$ cat config.mk
export PLATFORM = sky130hd
export DESIGN_NAME = ucsdec_top
export DESIGN_NICKNAME = d
export VERILOG_FILES = /design/src/design/ucsdec_pkg.sv /design/src/design/ucsdec_buf.sv /design/src/design/ucsdec_top.sv
export SDC_FILE = /design/constraint.sdc
export NUM_CORES = 1
export LEC_CHECK = 0
export BUFFER_PORTS_ARGS = -buffer_cell sky130_fd_sc_hd__buf_2
export CAP_MARGIN = 20
export CORE_ASPECT_RATIO = 1.4
export CORE_MARGIN = 1.5
export CORE_UTILIZATION = 61
export CTS_BUF_LIST = sky130_fd_sc_hd__clkbuf_8 sky130_fd_sc_hd__clkbuf_16
export DETAILED_ROUTE_END_ITERATION = 8
export GPL_TIMING_DRIVEN = 0
export PLACE_DENSITY = 0.8
export SETUP_SLACK_MARGIN = 0.2
export SYNTH_ARGS = -nofsm -noshare
export SYNTH_HDL_FRONTEND = slang
export SYNTH_HIERARCHICAL = 1
export SYNTH_SLANG_ARGS = --single-unit
$ cat constraint.sdc
create_clock -name CLK -period 2.51 [get_ports CLK]
set_input_delay 0.251 -clock CLK [delete_from_list [all_inputs] [get_ports CLK]]
set_output_delay 0.251 -clock CLK [all_outputs]
set_load 0.005 [all_outputs]
$ cat src/design/ucsdec_pkg.sv
// Package for the alpha-field decoder: coding forms, markers, widths and states.
package ucsdec_pkg;
    // ==========================================================
    // Octet markers
    localparam logic [7:0] FORM_PAIRS = 8'h80; // Plain 16-bit pairs
    localparam logic [7:0] FORM_HALF = 8'h81;  // Count, half-page base
    localparam logic [7:0] FORM_FULL = 8'h82;  // Count, full 16-bit base
    localparam logic [7:0] FILLER = 8'hFF;     // Unused octet
    // ==========================================================
    // Buffer shape and reset values
    localparam int BUF_DEPTH = 2;              // Entries of the output buffer
    localparam int BUF_WIDTH = 17;             // Tag bit plus 16 data bits
    localparam logic [15:0] BASE_RESET = 16'h0000;
    localparam logic [7:0] COUNT_RESET = 8'h00;
    // ==========================================================
    // Decoder states
    typedef enum logic [2:0] {
        UCSDEC_LEAD,   // Waiting for the leading octet
        UCSDEC_COUNT,  // Character count octet
        UCSDEC_BASEH,  // Base pointer high byte
        UCSDEC_BASEL,  // Base pointer low byte (full form only)
        UCSDEC_HIGH,   // Pair form: high byte expected
        UCSDEC_LOW,    // Pair form: low byte expected
        UCSDEC_BODY,   // Counted forms: character octets
        UCSDEC_SKIP    // Drain rest of record
    } ucsdec_state_t;
endpackage : ucsdec_pkg

$ cat src/design/ucsdec_buf.sv
// Two-entry valid/ready buffer holding decoded characters.
`timescale 1ns/1ps
module ucsdec_buf (
    input wire logic clk,
    input wire logic resetn,
    input wire logic in_valid,
    output logic in_ready,
    input wire logic [ucsdec_pkg::BUF_WIDTH-1:0] in_data,
    output logic out_valid,
    input wire logic out_ready,
    output logic [ucsdec_pkg::BUF_WIDTH-1:0] out_data
);
    import ucsdec_pkg::*;
    // ==========================================================
    // Storage
    logic [BUF_WIDTH-1:0] mem [BUF_DEPTH]; // Entries, read from a register
    logic rd_ptr;                          // Oldest entry
    logic wr_ptr;                          // Next free entry
    logic [1:0] fill;                      // Number of held entries
    logic push;
    logic pop;
    assign push = in_valid && in_ready;
    assign pop = out_valid && out_ready;
    assign in_ready = (fill != 2'h2);      // Honest full, reaches the decoder
    // Write side
    always_ff @(posedge clk) begin
        if (push) begin
            mem[wr_ptr] <= in_data;
        end
    end
    // Pointers and fill count
    always_ff @(posedge clk or negedge resetn) begin
        if (!resetn) begin
            rd_ptr <= 1'b0;
            wr_ptr <= 1'b0;
            fill <= 2'h0;
        end else begin
            if (push) begin
                wr_ptr <= ~wr_ptr;
            end
            if (pop) begin
                rd_ptr <= ~rd_ptr;
            end
            fill <= fill + {1'b0, push} - {1'b0, pop};
        end
    end
    // Registered read data: head entry loaded only on a pop or a push into an empty buffer
    always_ff @(posedge clk or negedge resetn) begin
        if (!resetn) begin
            out_valid <= 1'b0;
            out_data <= '0;
        end else begin
            // Next head depends on what is pushed and popped this cycle
            if (pop) begin
                if (fill == 2'h2) begin
                    out_valid <= 1'b1;
                    out_data <= mem[~rd_ptr];
                end else if (push) begin
                    out_valid <= 1'b1;
                    out_data <= in_data;
                end else begin
                    out_valid <= 1'b0;
                end
            end else if (!out_valid && push) begin
                out_valid <= 1'b1;
                out_data <= in_data;
            end
        end
    end
endmodule : ucsdec_buf

$ cat src/design/ucsdec_top.sv
// Alpha-field decoder: octets of one record in, tagged characters out.
// How it works
// - 0x80: octet pairs give high_byte then low_byte
// - 0x80: stop at FFFF pair or filler
// - 0x81: second octet counts emitted characters
// - 0x81: base is third octet shifted seven
// - 0x81: top bit clear is default alphabet
// - 0x82: count then two-octet base pointer
// - 0x82: top bit set adds offset
// - Form chosen once per record
// - All three forms supported for any set
// - FF inside count is a real character
`timescale 1ns/1ps
module ucsdec_top (
    input wire logic CLK,
    input wire logic RESETN,
    input wire logic OCT_VALID,
    output logic OCT_READY,
    input wire logic [7:0] OCT_DATA,
    input wire logic OCT_LAST,
    output logic CHR_VALID,
    input wire logic CHR_READY,
    output logic CHR_UCS2,
    output logic [15:0] CHR_CODE,
    output logic BUSY
);
    import ucsdec_pkg::*;
    // ==========================================================
    // Decoder state
    ucsdec_state_t state;         // Position within the record
    logic [7:0] count;            // Characters still to emit
    logic [15:0] base;            // Base pointer, half-page or full 16-bit
    logic [7:0] high_byte;        // First octet of a pair
    logic emit;                   // Character offered to buffer
    logic [BUF_WIDTH-1:0] chr;    // Tag and code offered
    logic buf_ready;              // Buffer can take a character
    logic take;                   // Octet accepted this cycle
    logic [BUF_WIDTH-1:0] buf_data;
    logic buf_valid;
    logic plain_emit;             // Pass-through character offered
    logic [7:0] plain_oct;        // Pass-through octet held for one cycle
    logic buf_in_valid;           // Character pushed toward the buffer
    logic buf_push;               // Buffer accepts a character
    logic buf_pop;                // Receiver takes a character
    logic room_next;              // At most one entry held after this edge
    // Octets are only taken while OCT_READY is high, so the card never loses one
    assign take = OCT_VALID && OCT_READY;
    assign buf_in_valid = emit || plain_emit;
    assign buf_push = buf_in_valid && buf_ready;
    assign buf_pop = buf_valid && CHR_READY;
    // Full next cycle if full and not drained, or one held and one more arriving
    assign room_next = !((!buf_ready && !buf_pop) ||
                         (buf_valid && buf_ready && buf_push && !buf_pop));
    // ==========================================================
    // Character builder for counted forms
    function automatic logic [BUF_WIDTH-1:0] counted_char(input logic [7:0] oct,
                                                          input logic [15:0] b);
        if (oct[7]) begin
            counted_char = {1'b1, b + {9'h000, oct[6:0]}};
        end else begin
            counted_char = {1'b0, 9'h000, oct[6:0]};
        end
    endfunction : counted_char
    // ==========================================================
    // Main sequencer; the leading octet fixes the form for the record
    always_ff @(posedge CLK or negedge RESETN) begin
        if (!RESETN) begin
            state <= UCSDEC_LEAD;
            count <= COUNT_RESET;
            base <= BASE_RESET;
            high_byte <= 8'h00;
            emit <= 1'b0;
            chr <= '0;
        end else begin
            emit <= 1'b0;
            if (take) begin
                case (state)
                    UCSDEC_LEAD: begin
                        if (OCT_DATA == FORM_PAIRS) begin
                            state <= UCSDEC_HIGH;
                        end else if (OCT_DATA == FORM_HALF || OCT_DATA == FORM_FULL) begin
                            state <= UCSDEC_COUNT;
                            base <= {15'h0000, OCT_DATA[1]};          // Remembers form
                        end else begin
                            // Default-alphabet record: octets pass through
                            emit <= 1'b1;
                            chr <= {1'b0, 8'h00, OCT_DATA};
                            state <= UCSDEC_SKIP;
                        end
                    end
                    UCSDEC_COUNT: begin
                        count <= OCT_DATA;
                        state <= UCSDEC_BASEH;
                    end
                    UCSDEC_BASEH: begin
                        if (base[0]) begin
                            base <= {OCT_DATA, 8'h00};
                            state <= UCSDEC_BASEL;
                        end else begin
                            base <= {1'b0, OCT_DATA, 7'h00};
                            state <= (count == 8'h00) ? UCSDEC_SKIP : UCSDEC_BODY;
                        end
                    end
                    UCSDEC_BASEL: begin
                        base <= {base[15:8], OCT_DATA};
                        state <= (count == 8'h00) ? UCSDEC_SKIP : UCSDEC_BODY;
                    end
                    UCSDEC_BODY: begin
                        // Every octet within the count is a character
                        emit <= 1'b1;
                        chr <= counted_char(OCT_DATA, base);
                        count <= count - 8'h01;
                        if (count == 8'h01) begin
                            state <= UCSDEC_SKIP;                     // Rest is filler
                        end
                    end
                    UCSDEC_HIGH: begin
                        if (OCT_DATA == FILLER && OCT_LAST) begin
                            state <= UCSDEC_SKIP;
                        end else begin
                            high_byte <= OCT_DATA;
                            state <= UCSDEC_LOW;
                        end
                    end
                    UCSDEC_LOW: begin
                        if (high_byte == FILLER && OCT_DATA == FILLER) begin
                            state <= UCSDEC_SKIP;
                        end else begin
                            emit <= 1'b1;
                            chr <= {1'b1, high_byte, OCT_DATA};
                            state <= UCSDEC_HIGH;
                        end
                    end
                    UCSDEC_SKIP: begin
                        // Plain octets leave through the pass-through stage; forms drain
                    end
                    default: begin
                        state <= UCSDEC_LEAD;
                    end
                endcase
                if (OCT_LAST) begin
                    state <= UCSDEC_LEAD;                             // Record ends
                end
            end
        end
    end
    // ==========================================================
    // Default-alphabet pass-through flag, set when a record has no marker
    logic plain;
    always_ff @(posedge CLK or negedge RESETN) begin
        if (!RESETN) begin
            plain <= 1'b0;
        end else if (take) begin
            if (OCT_LAST) begin
                plain <= 1'b0;
            end else if (state == UCSDEC_LEAD) begin
                plain <= (OCT_DATA != FORM_PAIRS) && (OCT_DATA != FORM_HALF) &&
                         (OCT_DATA != FORM_FULL);
            end
        end
    end
    // Plain records emit from a separate stage so SKIP stays simple
    always_ff @(posedge CLK or negedge RESETN) begin
        if (!RESETN) begin
            plain_emit <= 1'b0;
            plain_oct <= 8'h00;
        end else begin
            plain_emit <= take && plain && (state == UCSDEC_SKIP);
            plain_oct <= OCT_DATA;
        end
    end
    // ==========================================================
    // Output buffer; a stalled receiver back-pressures the octet stream
    ucsdec_buf u_buf (
        .clk(CLK),
        .resetn(RESETN),
        .in_valid(buf_in_valid),
        .in_ready(buf_ready),
        .in_data(plain_emit ? {1'b0, 8'h00, plain_oct} : chr),
        .out_valid(buf_valid),
        .out_ready(CHR_READY),
        .out_data(buf_data)
    );
    // Output register stage: ports come from flip-flops
    always_ff @(posedge CLK or negedge RESETN) begin
        if (!RESETN) begin
            OCT_READY <= 1'b0;
            BUSY <= 1'b0;
        end else begin
            // Never ready right after a take: the character it makes is still on
            // its way, so the buffer slot is kept for it; this halves the octet rate
            OCT_READY <= !take && room_next;
            BUSY <= (state != UCSDEC_LEAD);
        end
    end
    assign CHR_VALID = buf_valid;
    assign CHR_UCS2 = buf_data[BUF_WIDTH-1];
    assign CHR_CODE = buf_data[15:0];
    // ==========================================================
    // Checks
    a_pair_order: assert property (@(posedge CLK) disable iff (!RESETN)
        (take && state == UCSDEC_LOW && !OCT_LAST && !(high_byte == FILLER && OCT_DATA == FILLER))
        |=> (emit && chr == {1'b1, $past(high_byte), $past(OCT_DATA)}))
        else $error("pair not emitted high then low");
    a_filler_stop: assert property (@(posedge CLK) disable iff (!RESETN)
        (take && state == UCSDEC_LOW && high_byte == FILLER && OCT_DATA == FILLER)
        |=> !emit)
        else $error("filler pair emitted");
    a_count_load: assert property (@(posedge CLK) disable iff (!RESETN)
        (take && state == UCSDEC_COUNT && !OCT_LAST) |=> count == $past(OCT_DATA))
        else $error("count not loaded");
    a_half_base: assert property (@(posedge CLK) disable iff (!RESETN)
        (take && state == UCSDEC_BASEH && !base[0])
        |=> base == {1'b0, $past(OCT_DATA), 7'h00})
        else $error("half base malformed");
    a_full_base: assert property (@(posedge CLK) disable iff (!RESETN)
        (take && state == UCSDEC_BASEL) |=> base[7:0] == $past(OCT_DATA))
        else $error("full base low byte wrong");
    a_body_char: assert property (@(posedge CLK) disable iff (!RESETN)
        (take && state == UCSDEC_BODY) |=> emit && chr[BUF_WIDTH-1] == $past(OCT_DATA[7]))
        else $error("body octet mis-tagged");
    a_body_count: assert property (@(posedge CLK) disable iff (!RESETN)
        (take && state == UCSDEC_BODY && !OCT_LAST) |=> count == $past(count) - 8'h01)
        else $error("count not decremented");
    a_skip_quiet: assert property (@(posedge CLK) disable iff (!RESETN)
        (take && state == UCSDEC_SKIP && !plain) |=> !emit && !plain_emit)
        else $error("character after end of counted form");
    a_buf_room: assert property (@(posedge CLK) disable iff (!RESETN)
        buf_in_valid |-> buf_ready)
        else $error("character pushed into a full buffer");
endmodule : ucsdec_top

==> flow_summary.ini <==
[global_route]
grt_overflow_total = 0
first_global_vias = 4554
grt_use_total_pct = 28.1
grt_pass1_wl_mm = 22.5
antenna_found_initial = 0
grt_max_degree = 47

[detailed_routing]
ant_nets = 0
wl_per_cell_um = 19.0
drt_wl_total_mm = 14.1
drt_iter0_drc = 266
dr.pass1.iters = 5
via_per_inst = 5.97
num_vias = 4444
drc_errors = 0

[synthesis]
synthesis.nets = 559
synth_cells = 533
yosysSeqAreaShare_pct = 50.8
synth_seq_cells = 121
synthArstFlopShare_pct = 71.9
avgSynthCellArea_um2 = 11.8
synthesis.area_um2 = 6300
ys.flop_type = dfrtp_1
synth_edf_count = 34
ys_warn_count = 6
yosysUniqueCellTypes = 67

[place]
place_area_um2 = 6670
hpwl_mm = 9.66
portBuffers = 32
gp_congestion = 0.907
place_inst = 702

[cts]
cts.root.buffer_cell = clkbuf_16
cts_sinks = 121
clock_path_buffers = 2
insertion_delay_ns = 0.42
cts_tree = built
htree_levels = 4
path_clk_slew_ns = 0.06
numCtsBuffers = 17

[finish]
drive_gt1_share_pct = 28.9
fin_area_um2 = 7400
fillerInstances = 625
final_cell_count_no_fill = 744
insertedDiodeCount = 0
fin_nets = 622
area_growth_pct = 17.4

[die]
std_cell_rows = 43
ioPinCount = 33
die_w_um = 88.9
dieArea_um2 = 11000
dieHeight_um = 123
start_util_pct = 63.3
core_um2 = 9950

[timing]
fmaxAchievable_mhz = 439
maxSlewViolCount = 0
finalSetupViolations = 0
fin_crit_ns = 2.28
max-slew-margin-rel_pct = 52.7
min_period_over_period_pct = 90.7
rsz0062_at_grt = yes
finalClockSkew_ns = 0.00887
finalHoldViolations = 0
worst_slew_pin_slew_ns = 0.704

[worst_setup_path]
crit_path_start_kind = flip-flop
criticalPathCategory = reg -> reg
endpoint_kind = flip-flop
required_ns = 2.86
crit_fanout = 4
rr_worst_depth = 8
worstPathArrival_ns = 2.63

[worst_hold_path]
hold_path_depth = 1
hp-class = in -> reg

[pwr]
leakage_nw = 3.20
p_per_area_nw_per_um2 = 1270
vdd_ir_drop_max_uv = 577

[run]
max_cap_viol_count = 0

[outcome]
outcome = finished, final reports clean
## synthesized netlist by cell type (2+ instances only)
master | n | area, um^2
a211oi_1 | 4 | 30.0
a21oi_1 | 20 | 100
a22oi_1 | 3 | 22.5
a311oi_1 | 2 | 17.5
a31oi_1 | 3 | 18.8
and2_1 | 3 | 18.8
and3_1 | 4 | 25.0
buf_12 | 2 | 40.0
buf_2 | 6 | 30.0
buf_4 | 5 | 37.5
buf_6 | 5 | 56.3
clkbuf_1 | 9 | 33.8
dfrtp_1 | 87 | 2180
edfxtp_1 | 34 | 1020
ha_1 | 12 | 150
inv_1 | 24 | 90.1
mux2_2 | 44 | 495
mux2_4 | 30 | 450
mux2i_1 | 9 | 90.1
nand2_1 | 42 | 158
nand2b_1 | 5 | 31.3
nand3_1 | 12 | 60.1
nand3b_1 | 3 | 22.5
nand4_1 | 7 | 43.8
nor2_1 | 33 | 124
nor2b_1 | 5 | 31.3
nor3_1 | 8 | 40.0
nor3b_1 | 3 | 22.5
nor4_1 | 2 | 12.5
o211ai_1 | 3 | 22.5
o21a_1 | 3 | 22.5
o21ai_0 | 38 | 190
o221ai_1 | 7 | 61.3
o22a_1 | 2 | 17.5
o31a_1 | 2 | 17.5
o31ai_1 | 3 | 22.5
or4_1 | 5 | 37.5
xnor2_1 | 9 | 78.8
xor2_1 | 7 | 61.3
## per-layer routing
| metal | global-route usage, % | vias to the layer above | wire [um] |
|---|---|---|---|
| li1 | - | 2069 | - |
| met1 | 30.6 | 2192 | 5290 |
| met2 | 49.9 | 139 | 7700 |
| met3 | 6.21 | 44 | 595 |
| met4 | 15.3 | 0 | 530 |
| met5 | 0 | - | 0 |
## what timing repair did
action,in CTS,in global routing
resized for setup,0,7
setup buffers,0,3
endpoints found under the setup margin,0,41
hold buffers,7,0
endpoints found under the hold margin,47,0
## cells by family after synthesis
group,count (synthesis),share of synthesized area [%]
AO/OA/AOI/OAI,99,10.1
XOR/XNOR,16,2.22
adder cells (fa/ha/maj),13,2.70
buffers and inverters,53,4.69
flip-flops,121,50.8
multiplexers,83,16.4
AND/OR/NAND/NOR,148,13.1
## final cells by class
| cell class | count | area (um^2) | share of cell area [%] |
|---|---|---|---|
| sequential | 121 | 3200 | 43.2 |
| clock inverter | 15 | 199 | 2.69 |
| clock buffer | 17 | 425 | 5.75 |
| multi-input combinational | 359 | 2820 | 38.1 |
| tap | 135 | 169 | 2.28 |
| inverter | 25 | 93.8 | 1.27 |
| buffer | 28 | 204 | 2.76 |
| timing repair buffer | 44 | 290 | 3.92 |
## final timing paths
path / from / end / slack, ns
worst max-delay path: base[0]$_DFFE_PN0P_ / chr[12]$_DFFE_PN0P_ / 0.23
worst min-delay path: OCT_DATA[0] / plain_oct[0]$_DFF_PN0_ / 0.04
worst max register to register: base[0]$_DFFE_PN0P_ / chr[12]$_DFFE_PN0P_ / 0.23
min in group asynchronous: RESETN / count[1]$_DFFE_PN0P_ / 0.37
worst min register to register: u_buf/out_data[14]$_DFFE_PN0P_ / u_buf/out_data[14]$_DFFE_PN0P_ / 0.50
max in group asynchronous: RESETN / chr[10]$_DFFE_PN0P_ / 1.52
## registers in the layout, summed over array words and instances, names as in the netlist, 2 cells and up
name	count
u_buf/mem	34
chr	17
u_buf/out_data	17
base	16
count	8
high_byte	8
plain_oct	8
state	3
u_buf/fill	2
## cells in the final DEF, fill, tap and decap left out, types with 5 or more instances in the layout
master,instances
o21ai_0,38
or4_1,5
edfxtp_1,34
ha_1,12
a21oi_1,20
xnor2_1,9
mux2i_1,9
nor3_1,8
o221ai_1,7
clkbuf_16,17
nor2_1,32
nand3_1,12
nand2b_1,5
buf_4,10
dfrtp_1,87
nand4_1,7
mux2_2,44
mux2_4,30
nand2_1,42
inv_1,25
buf_6,5
clkbuf_1,7
dlygate4sd3_1,7
xor2_1,7
buf_2,37
## report_power, final
group | switching (W) | total [W] | internal [W]
Combinational | 0.00180 | 0.00353 | 0.00173
Clock | 0.000910 | 0.00257 | 0.00166
Sequential | 0.000459 | 0.00326 | 0.00280
## worst max-delay path, stage by stage, from the launching register on
cell and delay, ns:
dfrtp_1 0.35, ha_1 0.17, inv_1 0.05, fa_1 0.40, nor2b_2 0.20, o2111ai_1 0.16
a311o_1 0.35, a21oi_1 0.34, o31a_1 0.19
## through the flow
stage / setup TNS (ns) / setup WS, ns / power [W] / util (%) / hold slack [ns]
after floorplan: 0 / 0.467 / 0.00581 / - / -0.0446
after global placement: -1.97 / -0.114 / 0.00650 / 66.6 / 0.375
after detailed placement: -0.0705 / -0.0705 / 0.00668 / 67.0 / 0.285
after CTS: 0 / 0.234 / 0.00933 / 74.0 / 0.0218
after global routing: 0 / 0.129 / 0.00989 / 74.3 / 0.0266
final: 0 / 0.234 / 0.00936 / 74.3 / 0.0356
(Power assumes the default switching activity.)
